==> config.mk <==
export PLATFORM = sky130hd
export DESIGN_NAME = uiop_ctrl
export DESIGN_NICKNAME = d
export VERILOG_FILES = /design/src/rtl/uiop_pkg.sv /design/src/rtl/uiop_ctrl.sv
export SDC_FILE = /design/constraint.sdc
export NUM_CORES = 1
export LEC_CHECK = 0
export BUFFER_PORTS_ARGS = -buffer_cell sky130_fd_sc_hd__buf_4
export CAP_MARGIN = 15
export CORE_MARGIN = 8
export CORE_UTILIZATION = 39
export CTS_CLUSTER_SIZE = 10
export DETAILED_ROUTE_END_ITERATION = 10
export PLACE_DENSITY = 0.86
export SYNTH_ARGS = -nofsm -noshare
export SYNTH_HDL_FRONTEND = slang
export SYNTH_SLANG_ARGS = --single-unit
==> constraint.sdc <==
create_clock -name I_CLK -period 1.7 [get_ports I_CLK]
set_input_delay 0.085 -clock I_CLK [delete_from_list [all_inputs] [get_ports I_CLK]]
set_output_delay 0.085 -clock I_CLK [all_outputs]
set_load 0.01 [all_outputs]
==> src/rtl/uiop_pkg.sv <==
// Purpose: constants for the io and power control register block
// Assumes: classic wishbone slave, 8-bit register in the low data bits
// Notes: printed offsets are register indexes; byte address is index times four
package uiop_pkg;
  localparam logic [7:0] IDX_CTRL = 8'h39;
  localparam logic [7:0] IDX_SET = 8'h3a;
  localparam logic [7:0] IDX_CLR = 8'h3b;
  localparam int ADDR_W = 10;
  localparam logic [ADDR_W-1:0] ADDR_CTRL = {IDX_CTRL, 2'b00};
  localparam logic [ADDR_W-1:0] ADDR_SET = {IDX_SET, 2'b00};
  localparam logic [ADDR_W-1:0] ADDR_CLR = {IDX_CLR, 2'b00};
  localparam int BIT_SWAP = 1;
  localparam int UART_LVL_LO = 2;
  localparam int BIT_PU_PLUS = 4;
  localparam int BIT_PU_MINUS = 5;
  localparam int USB_LVL_LO = 6;
  localparam logic [7:0] WR_MASK = 8'hfe;
  localparam logic [7:0] CTRL_RESET = 8'h04;
  localparam logic [1:0] LVL_3V3 = 2'h0;
  typedef enum logic [1:0] {UIOP_USB, UIOP_UART, UIOP_AUDIO} uiop_mode_e;
endpackage

==> src/rtl/uiop_ctrl.sv <==
// Purpose: io and power control register with write, set and clear aliases
// Assumes: mode inputs come from the transceiver mode logic, synchronous to I_CLK
// Notes: register answers in one cycle; bit 0 is reserved and reads zero
// What this block does
// - Three read addresses: write, set, clear.
// - Bit 1 swaps plus and minus lines.
// - Swap reroutes uart, never speaker outputs.
// - Bits 3:2 uart regulator level, reset 01.
// - Uart level applied only after transmit enable.
// - Audio mode holds regulator at 3.3V.
// - Bits 4,5 pull-ups; forced on in uart.
// - Bits 7:6 usb regulator level, reset 00.
`timescale 1ns/1ps
module uiop_ctrl (
  input wire logic I_CLK, // 20 MHz clock
  input wire logic I_RESETN, // synchronous reset, active low
  input wire logic I_WB_CYC, // wishbone cycle
  input wire logic I_WB_STB, // wishbone strobe
  input wire logic I_WB_WE, // wishbone write
  input wire logic [3:0] I_WB_SEL, // byte selects
  input wire logic [9:0] I_WB_ADR, // byte address
  input wire logic [31:0] I_WB_DAT, // write data
  input wire logic I_MODE_UART, // transceiver in uart mode
  input wire logic I_MODE_AUDIO, // transceiver in audio mode
  input wire logic I_UART_TRANSMIT_ENABLE, // uart transmit enable
  input wire logic I_UART_TX, // uart transmit data in
  input wire logic I_LEFT_SPEAKER, // left audio in
  input wire logic I_RIGHT_SPEAKER, // right audio in
  output logic [31:0] O_WB_DAT, // read data
  output logic O_WB_ACK, // wishbone ack
  output logic O_WB_ERR, // unmapped access
  output logic O_LINE_SWAP, // plus/minus pins exchanged
  output logic O_PLUS_LINE_CHARGE_PULLUP_ENABLE, // pull-up on plus line
  output logic O_MINUS_LINE_CHARGE_PULLUP_ENABLE, // pull-up on minus line
  output logic [1:0] O_REGULATOR_LEVEL, // supply pin level select
  output logic O_PLUS_UART, // uart tx toward plus pin
  output logic O_LEFT_SPEAKER_OUT, // left speaker, never swapped
  output logic O_RIGHT_SPEAKER_OUT // right speaker, never swapped
);
  logic [7:0] ctrl, next_ctrl;
  logic ack, next_ack, err, next_err;
  logic [31:0] rdat, next_rdat;
  logic uart_armed, next_uart_armed;
  logic swap, next_swap, pu_p, next_pu_p, pu_m, next_pu_m, ptx, next_ptx;
  logic [1:0] lvl, next_lvl;
  logic left_speaker_out, next_left_speaker_out, right_speaker_out, next_right_speaker_out;
  logic req, hit, lane0;
  uiop_pkg::uiop_mode_e mode;

  function automatic logic is_reg(input logic [9:0] a);
    is_reg = (a == uiop_pkg::ADDR_CTRL) || (a == uiop_pkg::ADDR_SET) ||
             (a == uiop_pkg::ADDR_CLR);
  endfunction

  // audio wins when both mode inputs are high
  always_comb begin
    if (I_MODE_AUDIO) mode = uiop_pkg::UIOP_AUDIO;
    else if (I_MODE_UART) mode = uiop_pkg::UIOP_UART;
    else mode = uiop_pkg::UIOP_USB;
  end

  // req drops while ack or err stands, so a held request is taken only once
  assign req = I_WB_CYC && I_WB_STB && !ack && !err;
  assign hit = is_reg(I_WB_ADR);
  assign lane0 = I_WB_SEL[0];

  always_comb begin
    next_ctrl = ctrl;
    next_ack = 1'b0;
    next_err = 1'b0;
    next_rdat = rdat;
    if (req && hit) begin
      next_ack = 1'b1;
      next_rdat = {24'h000000, ctrl};
      // bit 0 is reserved: the mask keeps it zero on write and set
      if (I_WB_WE && lane0) begin
        case (I_WB_ADR)
          uiop_pkg::ADDR_CTRL: next_ctrl = I_WB_DAT[7:0] & uiop_pkg::WR_MASK;
          uiop_pkg::ADDR_SET: next_ctrl = ctrl | (I_WB_DAT[7:0] & uiop_pkg::WR_MASK);
          uiop_pkg::ADDR_CLR: next_ctrl = ctrl & ~I_WB_DAT[7:0];
          default: next_ctrl = ctrl;
        endcase
      end
    end else if (req) begin
      next_err = 1'b1;
      next_rdat = 32'h00000000;
    end
  end

  // uart level waits for transmit enable; armed state ends when uart mode ends
  always_comb begin
    next_uart_armed = uart_armed;
    if (mode != uiop_pkg::UIOP_UART) next_uart_armed = 1'b0;
    else if (I_UART_TRANSMIT_ENABLE) next_uart_armed = 1'b1;
    next_swap = ctrl[uiop_pkg::BIT_SWAP];
    next_pu_p = ctrl[uiop_pkg::BIT_PU_PLUS];
    next_pu_m = ctrl[uiop_pkg::BIT_PU_MINUS];
    next_lvl = ctrl[uiop_pkg::USB_LVL_LO +: 2];
    next_ptx = 1'b1;
    case (mode)
      uiop_pkg::UIOP_AUDIO: next_lvl = uiop_pkg::LVL_3V3;
      uiop_pkg::UIOP_UART: begin
        next_pu_p = 1'b1;
        next_pu_m = 1'b1;
        if (uart_armed || I_UART_TRANSMIT_ENABLE)
          next_lvl = ctrl[uiop_pkg::UART_LVL_LO +: 2];
        // swapped: tx goes to minus pin, plus pin idles high
        next_ptx = ctrl[uiop_pkg::BIT_SWAP] ? 1'b1 : I_UART_TX;
      end
      default: ;
    endcase
    next_left_speaker_out = I_LEFT_SPEAKER;
    next_right_speaker_out = I_RIGHT_SPEAKER;
  end

  // one register bank; reset is synchronous like every other input
  always_ff @(posedge I_CLK) begin
    if (!I_RESETN) begin
      ctrl <= uiop_pkg::CTRL_RESET;
      ack <= 1'b0;
      err <= 1'b0;
      rdat <= 32'h00000000;
      uart_armed <= 1'b0;
      swap <= 1'b0;
      pu_p <= 1'b0;
      pu_m <= 1'b0;
      lvl <= uiop_pkg::LVL_3V3;
      ptx <= 1'b1;
      left_speaker_out <= 1'b0;
      right_speaker_out <= 1'b0;
    end else begin
      ctrl <= next_ctrl;
      ack <= next_ack;
      err <= next_err;
      rdat <= next_rdat;
      uart_armed <= next_uart_armed;
      swap <= next_swap;
      pu_p <= next_pu_p;
      pu_m <= next_pu_m;
      lvl <= next_lvl;
      ptx <= next_ptx;
      left_speaker_out <= next_left_speaker_out;
      right_speaker_out <= next_right_speaker_out;
    end
  end

  // outputs come straight from registers, no logic between flop and pin
  assign O_WB_DAT = rdat;
  assign O_WB_ACK = ack;
  assign O_WB_ERR = err;
  assign O_LINE_SWAP = swap;
  assign O_PLUS_LINE_CHARGE_PULLUP_ENABLE = pu_p;
  assign O_MINUS_LINE_CHARGE_PULLUP_ENABLE = pu_m;
  assign O_REGULATOR_LEVEL = lvl;
  assign O_PLUS_UART = ptx;
  assign O_LEFT_SPEAKER_OUT = left_speaker_out;
  assign O_RIGHT_SPEAKER_OUT = right_speaker_out;

  // each check except reserved_zero_a looks one edge after the request or input that it follows
  set_or_a: assert property (@(posedge I_CLK) disable iff (!I_RESETN)
    req && hit && I_WB_WE && lane0 && I_WB_ADR == uiop_pkg::ADDR_SET
    |=> ((ctrl & ($past(I_WB_DAT[7:0]) & uiop_pkg::WR_MASK)) ==
         ($past(I_WB_DAT[7:0]) & uiop_pkg::WR_MASK)))
    else $error("set write lost a bit");
  clr_and_a: assert property (@(posedge I_CLK) disable iff (!I_RESETN)
    req && hit && I_WB_WE && lane0 && I_WB_ADR == uiop_pkg::ADDR_CLR
    |=> ((ctrl & $past(I_WB_DAT[7:0])) == 8'h00))
    else $error("clear write left a bit");
  write_store_a: assert property (@(posedge I_CLK) disable iff (!I_RESETN)
    req && hit && I_WB_WE && lane0 && I_WB_ADR == uiop_pkg::ADDR_CTRL
    |=> ctrl == ($past(I_WB_DAT[7:0]) & uiop_pkg::WR_MASK))
    else $error("plain write not stored");
  reserved_zero_a: assert property (@(posedge I_CLK) disable iff (!I_RESETN)
    (ctrl & ~uiop_pkg::WR_MASK) == 8'h00)
    else $error("reserved bit set");
  read_data_a: assert property (@(posedge I_CLK) disable iff (!I_RESETN)
    req && hit |=> O_WB_ACK && O_WB_DAT[7:0] == $past(ctrl) && O_WB_DAT[31:8] == 24'h000000)
    else $error("read data mismatch");
  err_unmapped_a: assert property (@(posedge I_CLK) disable iff (!I_RESETN)
    req && !hit |=> O_WB_ERR && !O_WB_ACK && O_WB_DAT == 32'h00000000)
    else $error("unmapped access not refused");
  swap_follow_a: assert property (@(posedge I_CLK) disable iff (!I_RESETN)
    ##1 O_LINE_SWAP == $past(ctrl[uiop_pkg::BIT_SWAP]))
    else $error("swap output stale");
  uart_route_a: assert property (@(posedge I_CLK) disable iff (!I_RESETN)
    I_MODE_UART && !I_MODE_AUDIO |=> O_PLUS_UART ==
    ($past(ctrl[uiop_pkg::BIT_SWAP]) ? 1'b1 : $past(I_UART_TX)))
    else $error("uart not routed by swap");
  uart_idle_a: assert property (@(posedge I_CLK) disable iff (!I_RESETN)
    !I_MODE_UART || I_MODE_AUDIO |=> O_PLUS_UART)
    else $error("plus pin not idle outside uart");
  audio_level_a: assert property (@(posedge I_CLK) disable iff (!I_RESETN)
    I_MODE_AUDIO |=> O_REGULATOR_LEVEL == uiop_pkg::LVL_3V3)
    else $error("audio mode not at top level");
  uart_pullup_a: assert property (@(posedge I_CLK) disable iff (!I_RESETN)
    I_MODE_UART && !I_MODE_AUDIO |=> O_PLUS_LINE_CHARGE_PULLUP_ENABLE &&
    O_MINUS_LINE_CHARGE_PULLUP_ENABLE)
    else $error("uart pull-ups not forced");
  pullup_follow_a: assert property (@(posedge I_CLK) disable iff (!I_RESETN)
    !I_MODE_UART || I_MODE_AUDIO |=> O_PLUS_LINE_CHARGE_PULLUP_ENABLE ==
    $past(ctrl[uiop_pkg::BIT_PU_PLUS]) && O_MINUS_LINE_CHARGE_PULLUP_ENABLE ==
    $past(ctrl[uiop_pkg::BIT_PU_MINUS]))
    else $error("pull-up does not follow its bit");
  uart_wait_a: assert property (@(posedge I_CLK) disable iff (!I_RESETN)
    !I_MODE_UART ##1 (I_MODE_UART && !I_MODE_AUDIO && !I_UART_TRANSMIT_ENABLE)
    |=> O_REGULATOR_LEVEL == $past(ctrl[uiop_pkg::USB_LVL_LO +: 2]))
    else $error("uart level applied early");
  uart_level_a: assert property (@(posedge I_CLK) disable iff (!I_RESETN)
    I_MODE_UART && !I_MODE_AUDIO && I_UART_TRANSMIT_ENABLE
    |=> O_REGULATOR_LEVEL == $past(ctrl[uiop_pkg::UART_LVL_LO +: 2]))
    else $error("uart level not applied");
  usb_level_a: assert property (@(posedge I_CLK) disable iff (!I_RESETN)
    !I_MODE_UART && !I_MODE_AUDIO
    |=> O_REGULATOR_LEVEL == $past(ctrl[uiop_pkg::USB_LVL_LO +: 2]))
    else $error("usb level wrong");
  speaker_a: assert property (@(posedge I_CLK) disable iff (!I_RESETN)
    $past(I_RESETN) |-> O_LEFT_SPEAKER_OUT == $past(I_LEFT_SPEAKER))
    else $error("speaker altered");
  speaker_right_a: assert property (@(posedge I_CLK) disable iff (!I_RESETN)
    $past(I_RESETN) |-> O_RIGHT_SPEAKER_OUT == $past(I_RIGHT_SPEAKER))
    else $error("right speaker altered");
endmodule

==> impl_metrics.csv, run 1 <==
group,metric,value,unit
clocking,clock_path_buffers,2,
power_and_ir_drop,power_density,654,nW/um2
clocking,path_clk_slew,0.13,ns
sta,fin_crit,1.49,ns
routing,avgRoutedWirePerCell,13.3,um
logic_synthesis,yosys.area_share.adder,0,%
clocking,cts_resized,0,
logic_synthesis,synth_compound_area_share,15.3,%
logic_synthesis,async_flop_share,0,%
setup_path,critical_path_peak_fanout,8,
die,ios,99,
logic_synthesis,synth_top_area_share,42.2,%
placed_design,dp_worst_setup_slack,0.253,ns
placed_design,dp_hpwl,2510,um
die,die_w,73.3,um
setup_path,cpPeakStageDelay,0.36,ns
grt,overflow,0,
power_and_ir_drop,ir_drop,0.000197,V
setup_path,arrival,1.73,ns
die,start_util,39.6,%
setup_path,reg2reg_from,"O_WB_ACK",
sta,rsz0062_at_grt,"no",
clocking,cts_made_buffers,3,
sta,maxSlewViolCount,0,
routing,drcViolationCount,0,
sta,final-hold-violation-count,0,
grt,track_usage,11.2,%
die,placementRows,21,
routing,routed_wl,3090,um
placed_design,gp_congestion,0.868,
setup_path,critPathSlowestCell,"dfxtp_1",
routing,vias_per_cell,4.60,
outcome,status,"completed",
logic_synthesis,synth_xor_area_share,0.684,%
clocking,cts_tree,"built",
clocking,clk_latency,0.31,ns
die,core-area,3230,um2
logic_synthesis,yosysUniqueCellTypes,39,
setup_path,crit_cells,4,
logic_synthesis,yosys_warnings,0,
finish,postLayoutCellArea,1620,um2
setup_path,cpLargestDelayFamily,"simple AND/OR/NAND/NOR gates",
sta,period_share,87.4,%
clocking,post-cts-setup-buffers,0,
sta,setup_violations,0,
logic_synthesis,synth_top_area_cell,"dfxtp_1",
sta,clock_skew,0.00102,ns
placed_design,placed_area,1570,um2
clocking,cts.sinks,27,
setup_path,critPathKind,"flip-flop to flip-flop",
setup_path,reg2regPathDepth,4,
clocking,clockRootBuffer,"clkbuf_4",
grt,grt_antenna_before_repair,0,
sta,setup-tns-final,0,ns
logic_synthesis,synth-simple-area-share,21.9,%
setup_path,critPathBufInv,0,
logic_synthesis,syn_area_per_cell,9.41,um2
setup_path,cp-start-kind,"flip-flop",
placed_design,io_buffers,47,
finish,synthToLayoutAreaGrowth,26.8,%
routing,antenna_left,0,
setup_path,required,1.94,ns
logic_synthesis,muxShareOfSynthArea,0.782,%
worst_hold_path,hp-class,"primary input to flip-flop",
finish,fin_nets,244,
logic_synthesis,synth-seq-cells,27,
logic_synthesis,synth_top_family_by_area,"simple AND/OR/NAND/NOR gates",
setup_path,startpoint,"O_WB_ACK",
die,dieArea,5370,um2
grt,grt_max_degree,15,
finish,layout_common_cells,"buf_4, dfxtp_1, conb_1, nor2_1, nand2_1",
power_and_ir_drop,p_leak,0.781,nW
logic_synthesis,synth-main-ff-cell,"dfxtp_1",
die,die_h,73.3,um
setup_path,path_cells,"and4bb_1 > and3_1 > nand3_2 > o221ai_1",
finish,antenna_cells,0,
setup_path,cp-end-kind,"flip-flop",
worst_hold_path,min_from,"I_UART_TRANSMIT_ENABLE",
routing,firstDrtPassIters,4,
finish,fillCellCount,309,
job,maxCapViolations,0,
logic_synthesis,synth.area.top_cells,"dfxtp_1, buf_4, nor2_1",
logic_synthesis,yosysSeqAreaShare,42.2,%
finish,fin_util,50.2,%
worst_hold_path,hold_depth,3,
routing,first_iter_violations,29,
clocking,cts-htree-levels,1,
sta,worst_slack,0.215,ns
sta,fmax,0.673,GHz
logic_synthesis,synth_area,1280,um2
grt,grt_pass1_vias,1095,
finish,final_common_cell,"buf_4",
logic_synthesis,synthCells,136,
grt,grt_pass1_wl,4730,um
routing,vias,1068,
logic_synthesis,synth_edf_count,0,
finish,drive_gt1_share,32.8,%
-- worst min-delay path, stage by stage --
cell	delay, ns
buf_4	0.08
o21ai_0	0.07
nor2_1	0.07
-- sequential cells by signal, summed over array words and instances (netlist names) --
name,cells
O_MINUS_LINE_CHARGE_PULLUP_ENABLE,1
O_PLUS_UART,1
ctrl,8
O_PLUS_LINE_CHARGE_PULLUP_ENABLE,1
O_LEFT_SPEAKER_OUT,1
O_WB_ERR,1
O_LINE_SWAP,1
O_REGULATOR_LEVEL,2
O_WB_DAT,8
O_RIGHT_SPEAKER_OUT,1
O_WB_ACK,1
uart_armed,1
-- through the flow --
stage,cells,hold WS [ns],power [mW]
after floorplan,159,0.192,0.762
after global placement,225,0.277,0.795
final,232,0.0165,1.06
after CTS,232,0.00858,1.07
after detailed placement,225,0.287,0.799
after global routing,232,0.0198,1.11
-- path summary, 6_finish.rpt --
path | to | slack (ns)
worst max register to register | ctrl[5] | 0.21
worst min register to register | O_WB_DAT[1] | 0.45
worst min-delay path | uart_armed | 0.02
worst max-delay path | ctrl[5] | 0.21
-- final cells by class --
class / count / area, um2 / share of cell area, %
multi-input cells: 97 / 586 / 36.1
clock buffers: 4 / 26.3 / 1.62
flip-flops and latches: 27 / 541 / 33.3
repair buffers: 50 / 383 / 23.6
well taps: 46 / 57.6 / 3.55
inverters: 8 / 30.0 / 1.85
-- cell families after synthesis --
logic type	after synthesis
multiplexers	1
XOR/XNOR	1
AND/OR/NAND/NOR	48
other	1
AO/OA/AOI/OAI	23
flip-flops	27
buffers and inverters	35
-- per-layer routing --
| metal | wire length, um | vias to the layer above | track usage (%) |
|---|---|---|---|
| met4 | 31 | 0 | 4.66 |
| met1 | 1200 | 491 | 11.7 |
| met2 | 1620 | 41 | 20.0 |
| met5 | 0 | - | 0 |
| met3 | 243 | 5 | 3.68 |
| li1 | - | 531 | - |
-- synthesized netlist by cell type, types with 2 or more instances --
cell      count
o21ai_0       2
dfxtp_1      27
nand2_1       9
a22o_1        4
a32oi_1       3
or3_1         7
a21oi_1       2
and2_1        2
nor2_1       13
buf_6         2
and3_1        2
o221ai_1      5
inv_1         7
buf_4        25
nand3_1       2
-- power breakdown --
group / leakage (nW) / internal, mW / switching (mW)
sequential: 0.219 / 0.640 / 0.00225
clock: 0.0150 / 0.0918 / 0.176
combinational: 0.547 / 0.0702 / 0.0802
total: 0.781 / 0.802 / 0.259
-- repair_timing --
item,4_1_cts,5_1_grt
hold endpoints to repair,3,0
setup endpoints to repair,0,0
hold buffers,3,0
Power figures use the tool's default switching activity.
==> run 2: changes to the inputs <==
--- a/config.mk
+++ b/config.mk
@@ -11,6 +11,7 @@
 export CORE_UTILIZATION = 39
 export CTS_CLUSTER_SIZE = 10
 export DETAILED_ROUTE_END_ITERATION = 10
+export GPL_TIMING_DRIVEN = 0
 export PLACE_DENSITY = 0.86
 export SYNTH_ARGS = -nofsm -noshare
 export SYNTH_HDL_FRONTEND = slang
==> run 2 against run 1 <==
Against the previous run: first-iteration DRC count rose by 140%; die area is the same; sequential cell count unchanged; combinational power is 29% higher; final cell count up 12%; utilization grew 6.6 points; clock skew is 0.0099 ns higher; non-clock buffer count increased by 27; clock power rose by 5%; largest power group unchanged.
==> impl_metrics.csv, run 2 (synthesis results as in run 1) <==
group,metric,value,unit
routing,vias_per_cell,4.33,
grt,overflow,0,
finish,synthToLayoutAreaGrowth,43.5,%
die,core-area,3230,um2
finish,fin_nets,271,
setup_path,reg2regPathDepth,5,
power_and_ir_drop,p_leak,0.928,nW
clocking,path_clk_slew,0.14,ns
finish,antenna_cells,0,
grt,met2_usage,20.7,%
sta,worst_slack,0.363,ns
setup_path,critPathKind,"flip-flop to flip-flop",
die,die_h,73.3,um
routing,first_iter_violations,70,
grt,track_usage,11.5,%
clocking,clk_latency,0.32,ns
outcome,status,"completed",
grt,grt_max_degree,17,
routing,antenna_left,0,
setup_path,critical_path_peak_fanout,8,
routing,drcViolationCount,0,
sta,final-hold-violation-count,0,
clocking,clockRootBuffer,"clkbuf_4",
clocking,post-cts-setup-buffers,0,
die,die_w,73.3,um
routing,routed_wl,3210,um
grt,grt_use_met3,4.50,%
job,maxCapViolations,0,
finish,layout_common_cells,"buf_4, dfxtp_1, conb_1, nor2_1, nand2_1",
setup_path,arrival,1.56,ns
finish,ff_latch_area,541,um2
setup_path,cp-end-kind,"flip-flop",
sta,fin_crit,1.34,ns
sta,rsz0062_at_grt,"no",
setup_path,reg2reg_from,"O_WB_ERR",
die,ios,99,
placed_design,dp_worst_setup_slack,0.375,ns
sta,fmax,0.748,GHz
finish,fin_util,56.8,%
setup_path,setup.worst_path.end,"O_WB_DAT[2]",
sta,setup_violations,0,
grt,grt_antenna_before_repair,0,
placed_design,place_inst,252,
power_and_ir_drop,finalPower,1.12,mW
placed_design,placed_area,1780,um2
finish,final_cells,259,
grt,grt_pass1_vias,1141,
finish,drive_gt1_share,41.8,%
finish,fillCellCount,311,
worst_hold_path,hp-class,"primary input to flip-flop",
clocking,clock_path_buffers,2,
grt,top_usage_layer,"met2",
routing,avgRoutedWirePerCell,12.4,um
clocking,cts-htree-levels,1,
finish,final_common_cell,"buf_4",
clocking,cts_tree,"built",
routing,vias,1121,
die,placementRows,21,
sta,clock_skew,0.0109,ns
placed_design,io_buffers,47,
power_and_ir_drop,power_density,609,nW/um2
setup_path,cp-start-kind,"flip-flop",
setup_path,r2r_setup_slack,0.36,ns
die,start_util,39.6,%
sta,setup-tns-final,0,ns
clocking,cts_made_buffers,3,
routing,firstDrtPassIters,4,
die,dieArea,5370,um2
sta,maxSlewViolCount,0,
finish,multi_input_area,586,um2
setup_path,required,1.93,ns
clocking,cts.sinks,27,
sta,holdWs,0.0272,ns
setup_path,rr_endpoint,"O_WB_DAT[2]",
setup_path,startpoint,"O_WB_ERR",
power_and_ir_drop,ir_drop,0.000244,V
sta,period_share,78.7,%
grt,grt_pass1_wl,4820,um
placed_design,gp_congestion,0.869,
placed_design,dp_hpwl,2630,um
finish,postLayoutCellArea,1840,um2
grt,grtUsageMet1,11.3,%
## run 2: changes by cell type in the layout (fill, tap and decap cells not counted)
cell and delta:
buf_4 +25, clkbuf_1 -1, clkinvlp_4 +1, buf_6 +2
## run 2: how the worst min path moves through the flow
stage	end	depth (start not counted)	slack, ns	from
finish	ctrl[1]	3	0.03	I_WB_DAT[1]
global route	O_PLUS_UART	2	0.02	I_MODE_UART
CTS	ctrl[1]	3	0.02	I_WB_DAT[1]
detailed placement	O_PLUS_UART	2	0.29	I_UART_TX
global placement	O_PLUS_UART	2	0.28	I_UART_TX
floorplan	O_PLUS_UART	1	0.19	I_UART_TX
## run 2: area by class of cell
cell class	instances	area share, %
plain buffers	27	11.4
clock buffers	3	1.23
clock inverters	1	0.409
inverters	8	1.63
multi-input cells	97	31.9
flip-flops and latches	27	29.4
well taps	46	3.13
repair buffers	50	20.8
## run 2: layer usage
metal	vias to the layer above	share of wire (%)
li1	584	-
met1	490	39
met2	39	51
met3	8	8.1
met4	0	2.4
met5	-	0
## run 2: timing repair
item	in CTS	in global routing
hold endpoints to repair	3	0
hold buffers	3	0
gates resized for setup	0	0
endpoints found under the setup margin	0	0
## run 2: worst max-delay path: stages (launching register included)
cell      delay [ns]
dfxtp_1         0.37
and4bb_1        0.24
and3_1          0.18
buf_6           0.14
o211a_4         0.15
a22o_1          0.17
## run 2: power breakdown
part	internal (mW)	switching (mW)	leakage (nW)
clock network	0.0897	0.193	0.0139
logic	0.107	0.0859	0.695
registers	0.641	0.00265	0.219
total	0.838	0.281	0.928
